[src/include/poison_pkg.sv]
package poison_pkg;
  localparam int ADDR_W = 8;
  localparam int DATA_W = 32;
  localparam logic [ADDR_W-1:0] HUB_LINK_OFFSET = 8'he4;
  localparam logic [ADDR_W-1:0] WRITE_BUFFER_OFFSET = 8'he8;
  localparam logic [ADDR_W-1:0] MEMORY_OFFSET = 8'hec;
  localparam int POISON_BIT = 18;
  localparam logic [DATA_W-1:0] ENABLE_MASK = 32'h0004_0000;
  localparam logic [DATA_W-1:0] HUB_LINK_RESET = 32'h0004_0000;
  localparam logic [DATA_W-1:0] WRITE_BUFFER_RESET = 32'h0000_0000;
  localparam logic [DATA_W-1:0] MEMORY_RESET = 32'h0000_0000;
  localparam logic [DATA_W-1:0] UNMAPPED_VALUE = 32'h0000_0000;
  // Memory ECC modes; only 72-bit and single-device allow buffer and memory poisoning
  typedef enum logic [1:0] {
    ECC_NONE,
    ECC_72BIT,
    ECC_SINGLE_DEVICE,
    ECC_OTHER
  } ecc_mode_type;
endpackage

[src/hw/poison_stage.sv]
`timescale 1ns/1ps
// One source path: tags or repairs data per the latched enable
module poison_stage #(
  parameter int WIDTH = 64
) (
  input wire logic clk,
  input wire logic resetn,
  input wire logic enable,
  input wire logic gateOk,
  input wire logic repairWhenOff,
  input wire logic inValid,
  input wire logic [WIDTH-1:0] inData,
  input wire logic inParityErr,
  output logic outValid,
  output logic [WIDTH-1:0] outData,
  output logic outPoison,
  output logic outParity
);
  // Register each beat with its handling decided on entry
  always_ff @(posedge clk) begin
    if (!resetn) begin
      outValid <= 1'b0;
      outData <= '0;
      outPoison <= 1'b0;
      outParity <= 1'b0;
    end else begin
      outValid <= inValid;
      outData <= inData;
      outPoison <= inValid && inParityErr && enable && gateOk;
      // Fresh good parity when errors are not passed on
      if (repairWhenOff && !(enable && gateOk))
        outParity <= ^inData;
      else
        outParity <= (^inData) ^ inParityErr;
    end
  end
endmodule

[src/hw/data_poison_control.sv]
`timescale 1ns/1ps
// Functional notes
// Hub link enable set: parity-error hub data is marked poisoned.
// Hub link enable resets to one; other bits reserved.
// Hub link enable clear: no checking, no poison mark.
// Write buffer enable set poisons errors only in 72-bit or x4 ECC mode.
// Buffer or memory enable clear: regenerate correct parity instead.
// Memory enable set poisons errors only in 72-bit or x4 ECC mode.
// Buffer and memory registers reset to zero; only bit 18 writable.
// Enable changes apply to data after the write; in-flight data kept.
module data_poison_control
  import poison_pkg::*;
#(
  parameter int DATA_WIDTH = 64
) (
  input wire logic clk,
  input wire logic resetn,
  input wire logic cfgWrite,
  input wire logic cfgRead,
  input wire logic [poison_pkg::ADDR_W-1:0] cfgAddr,
  input wire logic [poison_pkg::DATA_W-1:0] cfgWriteData,
  output logic [poison_pkg::DATA_W-1:0] cfgReadData,
  input wire poison_pkg::ecc_mode_type eccMode,
  input wire logic hubValid,
  input wire logic [DATA_WIDTH-1:0] hubData,
  input wire logic hubParityErr,
  output logic hubOutValid,
  output logic [DATA_WIDTH-1:0] hubOutData,
  output logic hubOutPoison,
  output logic hubOutParity,
  input wire logic bufValid,
  input wire logic [DATA_WIDTH-1:0] bufData,
  input wire logic bufParityErr,
  output logic bufOutValid,
  output logic [DATA_WIDTH-1:0] bufOutData,
  output logic bufOutPoison,
  output logic bufOutParity,
  input wire logic memValid,
  input wire logic [DATA_WIDTH-1:0] memData,
  input wire logic memParityErr,
  output logic memOutValid,
  output logic [DATA_WIDTH-1:0] memOutData,
  output logic memOutPoison,
  output logic memOutParity
);
  import poison_pkg::*;

  logic [DATA_W-1:0] hubCtl_reg;
  logic [DATA_W-1:0] bufCtl_reg;
  logic [DATA_W-1:0] memCtl_reg;
  logic eccPoisonOk;

  // Writable field only; reserved bits stay at reset value
  function automatic logic [DATA_W-1:0] merge_enable(
    input logic [DATA_W-1:0] old,
    input logic [DATA_W-1:0] wdata
  );
    merge_enable = (old & ~ENABLE_MASK) | (wdata & ENABLE_MASK);
  endfunction

  // Hub link control register
  always_ff @(posedge clk) begin
    if (!resetn)
      hubCtl_reg <= HUB_LINK_RESET;
    else if (cfgWrite && cfgAddr == HUB_LINK_OFFSET)
      hubCtl_reg <= merge_enable(hubCtl_reg, cfgWriteData);
  end

  // Write buffer control register
  always_ff @(posedge clk) begin
    if (!resetn)
      bufCtl_reg <= WRITE_BUFFER_RESET;
    else if (cfgWrite && cfgAddr == WRITE_BUFFER_OFFSET)
      bufCtl_reg <= merge_enable(bufCtl_reg, cfgWriteData);
  end

  // Memory interface control register
  always_ff @(posedge clk) begin
    if (!resetn)
      memCtl_reg <= MEMORY_RESET;
    else if (cfgWrite && cfgAddr == MEMORY_OFFSET)
      memCtl_reg <= merge_enable(memCtl_reg, cfgWriteData);
  end

  // Registered read data; unmapped reads return zero
  always_ff @(posedge clk) begin
    if (!resetn)
      cfgReadData <= UNMAPPED_VALUE;
    else if (cfgRead) begin
      unique case (cfgAddr)
        HUB_LINK_OFFSET: cfgReadData <= hubCtl_reg;
        WRITE_BUFFER_OFFSET: cfgReadData <= bufCtl_reg;
        MEMORY_OFFSET: cfgReadData <= memCtl_reg;
        default: cfgReadData <= UNMAPPED_VALUE;
      endcase
    end
  end

  // ECC modes in which poisoning may apply
  assign eccPoisonOk = (eccMode == ECC_72BIT) ||
                       (eccMode == ECC_SINGLE_DEVICE);

  // Enables sampled at entry, so in-flight beats keep handling
  poison_stage #(.WIDTH(DATA_WIDTH)) hubStage (
    .clk(clk),
    .resetn(resetn),
    .enable(hubCtl_reg[POISON_BIT]),
    .gateOk(1'b1),
    .repairWhenOff(1'b1),
    .inValid(hubValid),
    .inData(hubData),
    .inParityErr(hubParityErr),
    .outValid(hubOutValid),
    .outData(hubOutData),
    .outPoison(hubOutPoison),
    .outParity(hubOutParity)
  );

  poison_stage #(.WIDTH(DATA_WIDTH)) bufStage (
    .clk(clk),
    .resetn(resetn),
    .enable(bufCtl_reg[POISON_BIT]),
    .gateOk(eccPoisonOk),
    .repairWhenOff(1'b1),
    .inValid(bufValid),
    .inData(bufData),
    .inParityErr(bufParityErr),
    .outValid(bufOutValid),
    .outData(bufOutData),
    .outPoison(bufOutPoison),
    .outParity(bufOutParity)
  );

  poison_stage #(.WIDTH(DATA_WIDTH)) memStage (
    .clk(clk),
    .resetn(resetn),
    .enable(memCtl_reg[POISON_BIT]),
    .gateOk(eccPoisonOk),
    .repairWhenOff(1'b1),
    .inValid(memValid),
    .inData(memData),
    .inParityErr(memParityErr),
    .outValid(memOutValid),
    .outData(memOutData),
    .outPoison(memOutPoison),
    .outParity(memOutParity)
  );

  // Hub link path: poison when enabled, fresh parity when not
  hub_poison_a: assert property (@(posedge clk) disable iff (!resetn)
    hubValid && hubParityErr && hubCtl_reg[POISON_BIT]
    |=> hubOutPoison) else $error("hub error not poisoned");
  hub_off_a: assert property (@(posedge clk) disable iff (!resetn)
    !hubCtl_reg[POISON_BIT] |=> !hubOutPoison)
    else $error("hub poisoned while off");
  hub_repair_a: assert property (@(posedge clk) disable iff (!resetn)
    hubValid && !hubCtl_reg[POISON_BIT]
    |=> hubOutParity == ^hubOutData)
    else $error("hub parity not regenerated");

  // Buffer and memory paths: ECC mode gate and parity repair
  buf_poison_a: assert property (@(posedge clk) disable iff (!resetn)
    bufValid && bufParityErr && bufCtl_reg[POISON_BIT] && eccPoisonOk
    |=> bufOutPoison) else $error("buffer error not poisoned");
  buf_gate_a: assert property (@(posedge clk) disable iff (!resetn)
    !eccPoisonOk |=> !bufOutPoison && !memOutPoison)
    else $error("poison outside ECC mode");
  buf_repair_a: assert property (@(posedge clk) disable iff (!resetn)
    bufValid && !bufCtl_reg[POISON_BIT]
    |=> !bufOutPoison && bufOutParity == ^bufOutData)
    else $error("buffer parity not repaired");
  mem_repair_a: assert property (@(posedge clk) disable iff (!resetn)
    memValid && !memCtl_reg[POISON_BIT]
    |=> !memOutPoison && memOutParity == ^memOutData)
    else $error("memory parity not repaired");
  mem_poison_a: assert property (@(posedge clk) disable iff (!resetn)
    memValid && memParityErr && memCtl_reg[POISON_BIT] && eccPoisonOk
    |=> memOutPoison) else $error("memory error not poisoned");

  // Register reset values, reserved bits and read path
  hub_reset_a: assert property (@(posedge clk)
    !resetn |=> hubCtl_reg == HUB_LINK_RESET)
    else $error("hub reset value wrong");
  buf_reset_a: assert property (@(posedge clk)
    !resetn |=> bufCtl_reg == WRITE_BUFFER_RESET &&
    memCtl_reg == MEMORY_RESET)
    else $error("buffer or memory reset value wrong");
  hub_reserved_a: assert property (@(posedge clk) disable iff (!resetn)
    (hubCtl_reg & ~ENABLE_MASK) == '0)
    else $error("hub reserved bits changed");
  reserved_zero_a: assert property (@(posedge clk) disable iff (!resetn)
    ((bufCtl_reg | memCtl_reg) & ~ENABLE_MASK) == '0)
    else $error("reserved bits changed");
  read_hub_a: assert property (@(posedge clk) disable iff (!resetn)
    cfgRead && cfgAddr == HUB_LINK_OFFSET
    |=> cfgReadData == $past(hubCtl_reg))
    else $error("hub read data wrong");
  buf_hold_a: assert property (@(posedge clk) disable iff (!resetn)
    !(cfgWrite && cfgAddr == WRITE_BUFFER_OFFSET)
    |=> $stable(bufCtl_reg))
    else $error("buffer register changed without write");
  mem_hold_a: assert property (@(posedge clk) disable iff (!resetn)
    !(cfgWrite && cfgAddr == MEMORY_OFFSET)
    |=> $stable(memCtl_reg))
    else $error("memory register changed without write");

  // Beat entering on the write edge keeps the old enable
  enable_timing_a: assert property (@(posedge clk) disable iff (!resetn)
    cfgWrite && cfgAddr == HUB_LINK_OFFSET && hubValid && hubParityErr
    |=> hubOutPoison == $past(hubCtl_reg[POISON_BIT]))
    else $error("enable reached old data");

  // Main scenarios reached
  hub_poison_c: cover property (@(posedge clk) disable iff (!resetn)
    hubOutPoison);
  buf_poison_c: cover property (@(posedge clk) disable iff (!resetn)
    bufOutPoison);
  mem_poison_c: cover property (@(posedge clk) disable iff (!resetn)
    memOutPoison);
  mem_repair_c: cover property (@(posedge clk) disable iff (!resetn)
    memValid && memParityErr && !memCtl_reg[POISON_BIT]);
  enable_write_c: cover property (@(posedge clk) disable iff (!resetn)
    cfgWrite && cfgAddr == HUB_LINK_OFFSET && hubValid && hubParityErr);
endmodule

[config.mk]
export PLATFORM = sky130hd
export DESIGN_NAME = data_poison_control
export DESIGN_NICKNAME = d
export VERILOG_FILES = /design/src/include/poison_pkg.sv /design/src/hw/poison_stage.sv /design/src/hw/data_poison_control.sv
export SDC_FILE = /design/constraint.sdc
export NUM_CORES = 1
export LEC_CHECK = 0
export BUFFER_PORTS_ARGS = -buffer_cell sky130_fd_sc_hd__clkbuf_2
export CORE_AREA = 5 5 184 186
export DETAILED_ROUTE_END_ITERATION = 8
export DIE_AREA = 0 0 189 191
export MAX_ROUTING_LAYER = met4
export PLACE_DENSITY = 0.58
export SYNTH_ARGS = -nofsm -noshare
export SYNTH_HDL_FRONTEND = slang
export SYNTH_SLANG_ARGS = --single-unit
[constraint.sdc]
create_clock -name clk -period 3.8 [get_ports clk]
set_input_delay 0.38 -clock clk [delete_from_list [all_inputs] [get_ports clk]]
set_output_delay 0.38 -clock clk [all_outputs]
set_load 0.02 [all_outputs]
# Word level (Yosys, flattened, before mapping)
# Cells that the tools add are included.
[word_totals]
regBits = 329
inputBits = 244
out_inout_bits = 233
wordCells = 48
[classes]
n_eq_ne = 5
muxes = 4
bitwise = 6
n_reduce_logical = 17
[op_table]
columns = ["op", "count"]
rows = [
  ["64-bit XOR reduction", 3],
  ["32-bit by 19-bit bitwise OR with 32-bit output", 3],
  ["32-bit one-hot mux with 3 select lines", 1],
  ["8-bit equality test (second input constant)", 3],
  ["1-bit logical AND", 13],
  ["1-bit two-way mux", 3],
  ["1-bit bitwise XOR", 3],
  ["2-bit by 1-bit equality test with 1-bit output (second input constant)", 1],
  ["2-bit equality test (second input constant)", 1],
  ["1-bit logical OR", 1],
]

# Longest topological paths before layout
[logic_depth]
ltp_word = 4
depth_mapped = 7
ltp_nobuf = 7

# By module
# A second synthesis with hierarchy kept.
[unflattened]
hier_cells = 683
hier_area_um2 = 7649.8
[modules_own_cells]
columns = ["module", "n_inst", "cells_per_inst", "area_per_inst_um2", "seq_area_each_um2"]
rows = [
  ["poison_stage", 3, 207, 2374.8, 1341.3],
  ["data_poison_control", 1, 62, 525.5, 120.1],
]

# Worst setup path before layout
# OpenSTA, ideal clock, no wires.
[synth_timing]
path_kind = "input -> register"
startpoint = "in hubData[12]"
endpoint = "reg hubStage.outParity"
setup_time_ns = 0.115
arrival_time_ns = 1.650
t_required_ns = 3.685
setup_slack_ns = 2.035
stages = 7
path_buffers = 0
cell_sequence = "xor2_1 -> xnor2_1 -> xnor2_1 -> xnor2_1 -> xnor3_1 -> xnor2_1 -> and2_1"
[synth_between]
elab_chain_len = 3
[synth_lines]
columns = ["item", "line", "source"]
rows = [
  ["start, declared", "data_poison_control.sv:25", "input wire logic [DATA_WIDTH-1:0] hubData,"],
  ["64-bit XOR reduction (*)", "poison_stage.sv:32, poison_stage.sv:34", ""],
  ["1-bit bitwise XOR", "poison_stage.sv:34", "outParity <= (^inData) ^ inParityErr;"],
  ["1-bit two-way mux (*)", "poison_stage.sv:31", "if (repairWhenOff && !(enable && gateOk))"],
  ["end signal, assigned", "poison_stage.sv:32", "outParity <= ^inData;"],
  ["end signal, assigned", "poison_stage.sv:34", ""],
  ["end, declared", "poison_stage.sv:17", "output logic outParity"],
]
# Every way passes the cells marked *; elsewhere a longest branch is shown, timed or not.
# A chain may end at the register's enable or synchronous reset.

==> results.sh <==
export IMPL_rr_startpoint="hubCtl_reg[18]"
export IMPL_crit_path_top_delay_cell="dfxtp_1"
export IMPL_powerDensity_nw_per_um2=545
export IMPL_period_share_pct=55.2
export IMPL_synthesis_area_um2=7580
export IMPL_first_pass_iters=3
export IMPL_period_needed_ns=2.10
export IMPL_drtIter0Drc=99
export IMPL_num_io_pins=477
export IMPL_report_final_setup_viol=0
export IMPL_synth_area_top_cells="dfxtp_1 (55%), xnor2_1 (19%), and2_1 (16%)"
export IMPL_synth_edff_count=0
export IMPL_worst_slew_pin_slew_ns=0.884
export IMPL_min_from="hubData[44]"
export IMPL_regToRegSetupSlack_ns=2.28
export IMPL_synthFlopType="dfxtp_1"
export IMPL_crit_required_ns=3.42
export IMPL_die_w_um=189
export IMPL_rsz0062_at_grt="no"
export IMPL_routed_via_density=3.77
export IMPL_ant_nets=0
export IMPL_min_path_cells=2
export IMPL_areaGrowthSynthToFinish_pct=42.9
export IMPL_hold_buffers=0
export IMPL_endpoint_kind="output port"
export IMPL_finClkSkew_ns=0.00732
export IMPL_dp_cells=1478
export IMPL_grt_total_usage_pct=12.2
export IMPL_cts_resized=0
export IMPL_worst_hold_path_endpoint="hubStage.outData[44]"
export IMPL_path_cells="clkbuf_2"
export IMPL_maxCapViolations=0
export IMPL_cts_tree="done"
export IMPL_path_delay_family="flip-flops"
export IMPL_synthCells=674
export IMPL_final_util_pct=33.7
export IMPL_start_util_pct=23.6
export IMPL_p_leak_nw=5.13
export IMPL_synth_most_common_cell="dfxtp_1"
export IMPL_die_height_um=191
export IMPL_worst_setup_path_start_kind="flip-flop"
export IMPL_r2r_cells=6
export IMPL_num_rows=66
export IMPL_ys_ff_latch=207
export IMPL_grt_max_degree=103
export IMPL_nets=1340
export IMPL_post_synth_top_area_fraction_pct=54.7
export IMPL_die_area_um2=36100
export IMPL_clock_root_buffer="clkbuf_16"
export IMPL_worstSetupStartpoint="cfgReadData[30]"
export IMPL_antenna_found_initial=1
export IMPL_htreeDepth=1
export IMPL_wire_per_inst_um=15.0
export IMPL_cts_clk_slew_worst_paths_ns=0.06
export IMPL_setup_worst_path_class="reg -> out"
export IMPL_relSlewSlack_pct=41.0
export IMPL_vias=5735
export IMPL_avgSynthCellArea_um2=11.2
export IMPL_r2r_end="hubStage.outParity"
export IMPL_place_congestion=0.808
export IMPL_synthDistinctLibCells=24
export IMPL_cts_max_path_buffers=3
export IMPL_overflow=0
export IMPL_core_region_area_um2=32100
export IMPL_fmax_mhz=476
export IMPL_drive_above_1_share_pct=44.0
export IMPL_dpl_hpwl_um=18900
export IMPL_hp_class="in -> reg"
export IMPL_arrival_ns=1.72
export IMPL_postCtsSetupBuffers=0
export IMPL_clock_latency_ns=0.51
export IMPL_whs_ns=0.0918
export IMPL_cts_buffers=24
export IMPL_drv_slew=0
export IMPL_totalWireLength_um=22900
export IMPL_drc=0
export IMPL_ir_drop_v=0.000295
export IMPL_grt_pass1_wl_um=33500
export IMPL_portBuffers=445
export IMPL_layout_cells_non_filler=1521
export IMPL_path_max_fanout=31
export IMPL_synth_top_area_cell="dfxtp_1"
export IMPL_synth_seq_area_share_pct=54.7
export IMPL_numClockSinks=207
export IMPL_ys_warn_count=0
export IMPL_crit_path_max_incr_delay_ns=0.89
export IMPL_critPathBufInv=1
export IMPL_tns_ns=0
export IMPL_grt_pass1_vias=6041
export IMPL_yosys_top_cells_count="dfxtp_1 (207), and2_1 (198), xnor2_1 (167)"
export IMPL_postSynth_asyncResetShare_pct=0
export IMPL_reg_top3="bufStage.outData: 64 flops, hubStage.outData: 64 flops, memStage.outData: 64 flops"
export IMPL_mappedNetlistNets=918
export IMPL_crit_cells=1
export IMPL_status="completed"
export IMPL_hold_viol_final=0
[cells in the final DEF (no fill, tap or decap), types with 2 or more instances in the layout]
cell type,synthesis,layout
clkbuf_2,0,444
dfxtp_1,207,207
and2_1,198,198
xnor2_1,167,167
clkbuf_16,0,25
xor2_1,19,19
clkinv_2,0,7
nor2b_1,5,5
clkbuf_8,0,5
nand2_1,4,4
nand3_1,3,3
xnor3_1,3,3
clkbuf_1,22,3
a21boi_0,2,2
and3b_1,2,2
and3_1,2,2
buf_4,29,2
[worst max-delay path by stage]
stage / end / slack, ns
6_report: cfgReadData[31] / 1.70
5_1_grt: cfgReadData[29] / 1.53
4_1_cts: cfgReadData[5] / 1.62
3_5_place_dp: bufStage.outParity / 1.72
3_3_place_gp: hubStage.outParity / 1.70
2_1_floorplan: hubStage.outParity / 2.03
[cells by family (layout without fill, tap and decap cells)]
kind of cell,count (synthesis),count (layout),synth area share [%]
AO/OA/AOI/OAI,5,5,0.495
XOR/XNOR,190,190,22.6
buffers and inverters,52,490,4.01
other,0,1,0
multiplexers,2,2,0.281
flip-flops,207,207,54.7
AND/OR/NAND/NOR,218,218,17.9
[layout make-up]
type / count / area, um2
Antenna cell: 1 / 2.50
Inverter: 1 / 3.75
Sequential cell: 207 / 4140
Clock buffer: 33 / 706
Tap cell: 408 / 510
Timing Repair Buffer: 447 / 2260
Multi-Input combinational cell: 415 / 3130
Fill cell: 3381 / 21300
Clock inverter: 9 / 73.8
[power breakdown]
part | switching, W | leakage [nW] | internal [W]
Combinational | 0.000648 | 3.02 | 0.000675
Sequential | 0.0000314 | 1.72 | 0.00230
Clock | 0.000883 | 0.394 | 0.00136
Total | 0.00156 | 5.13 | 0.00433
[through the flow]
stage / worst slack (ns) / area, um2 / power [W]
after floorplan: 2.03 / 7580 / 0.00330
after global placement: 1.70 / 10000 / 0.00371
after detailed placement: 1.72 / 10000 / 0.00372
after CTS: 1.62 / 10800 / 0.00601
after global routing: 1.53 / 10800 / 0.00621
final: 1.70 / 10800 / 0.00590
[layer usage]
layer / up-vias / GRT usage (%) / share of wire, %
li1: 2872 / - / -
met1: 2529 / 13.4 / 39
met3: 39 / 3.58 / 9.1
met4: 0 / 3.73 / 2.5
met5: - / - / 0
met2: 295 / 21.5 / 49
(Power assumes the default switching activity.)
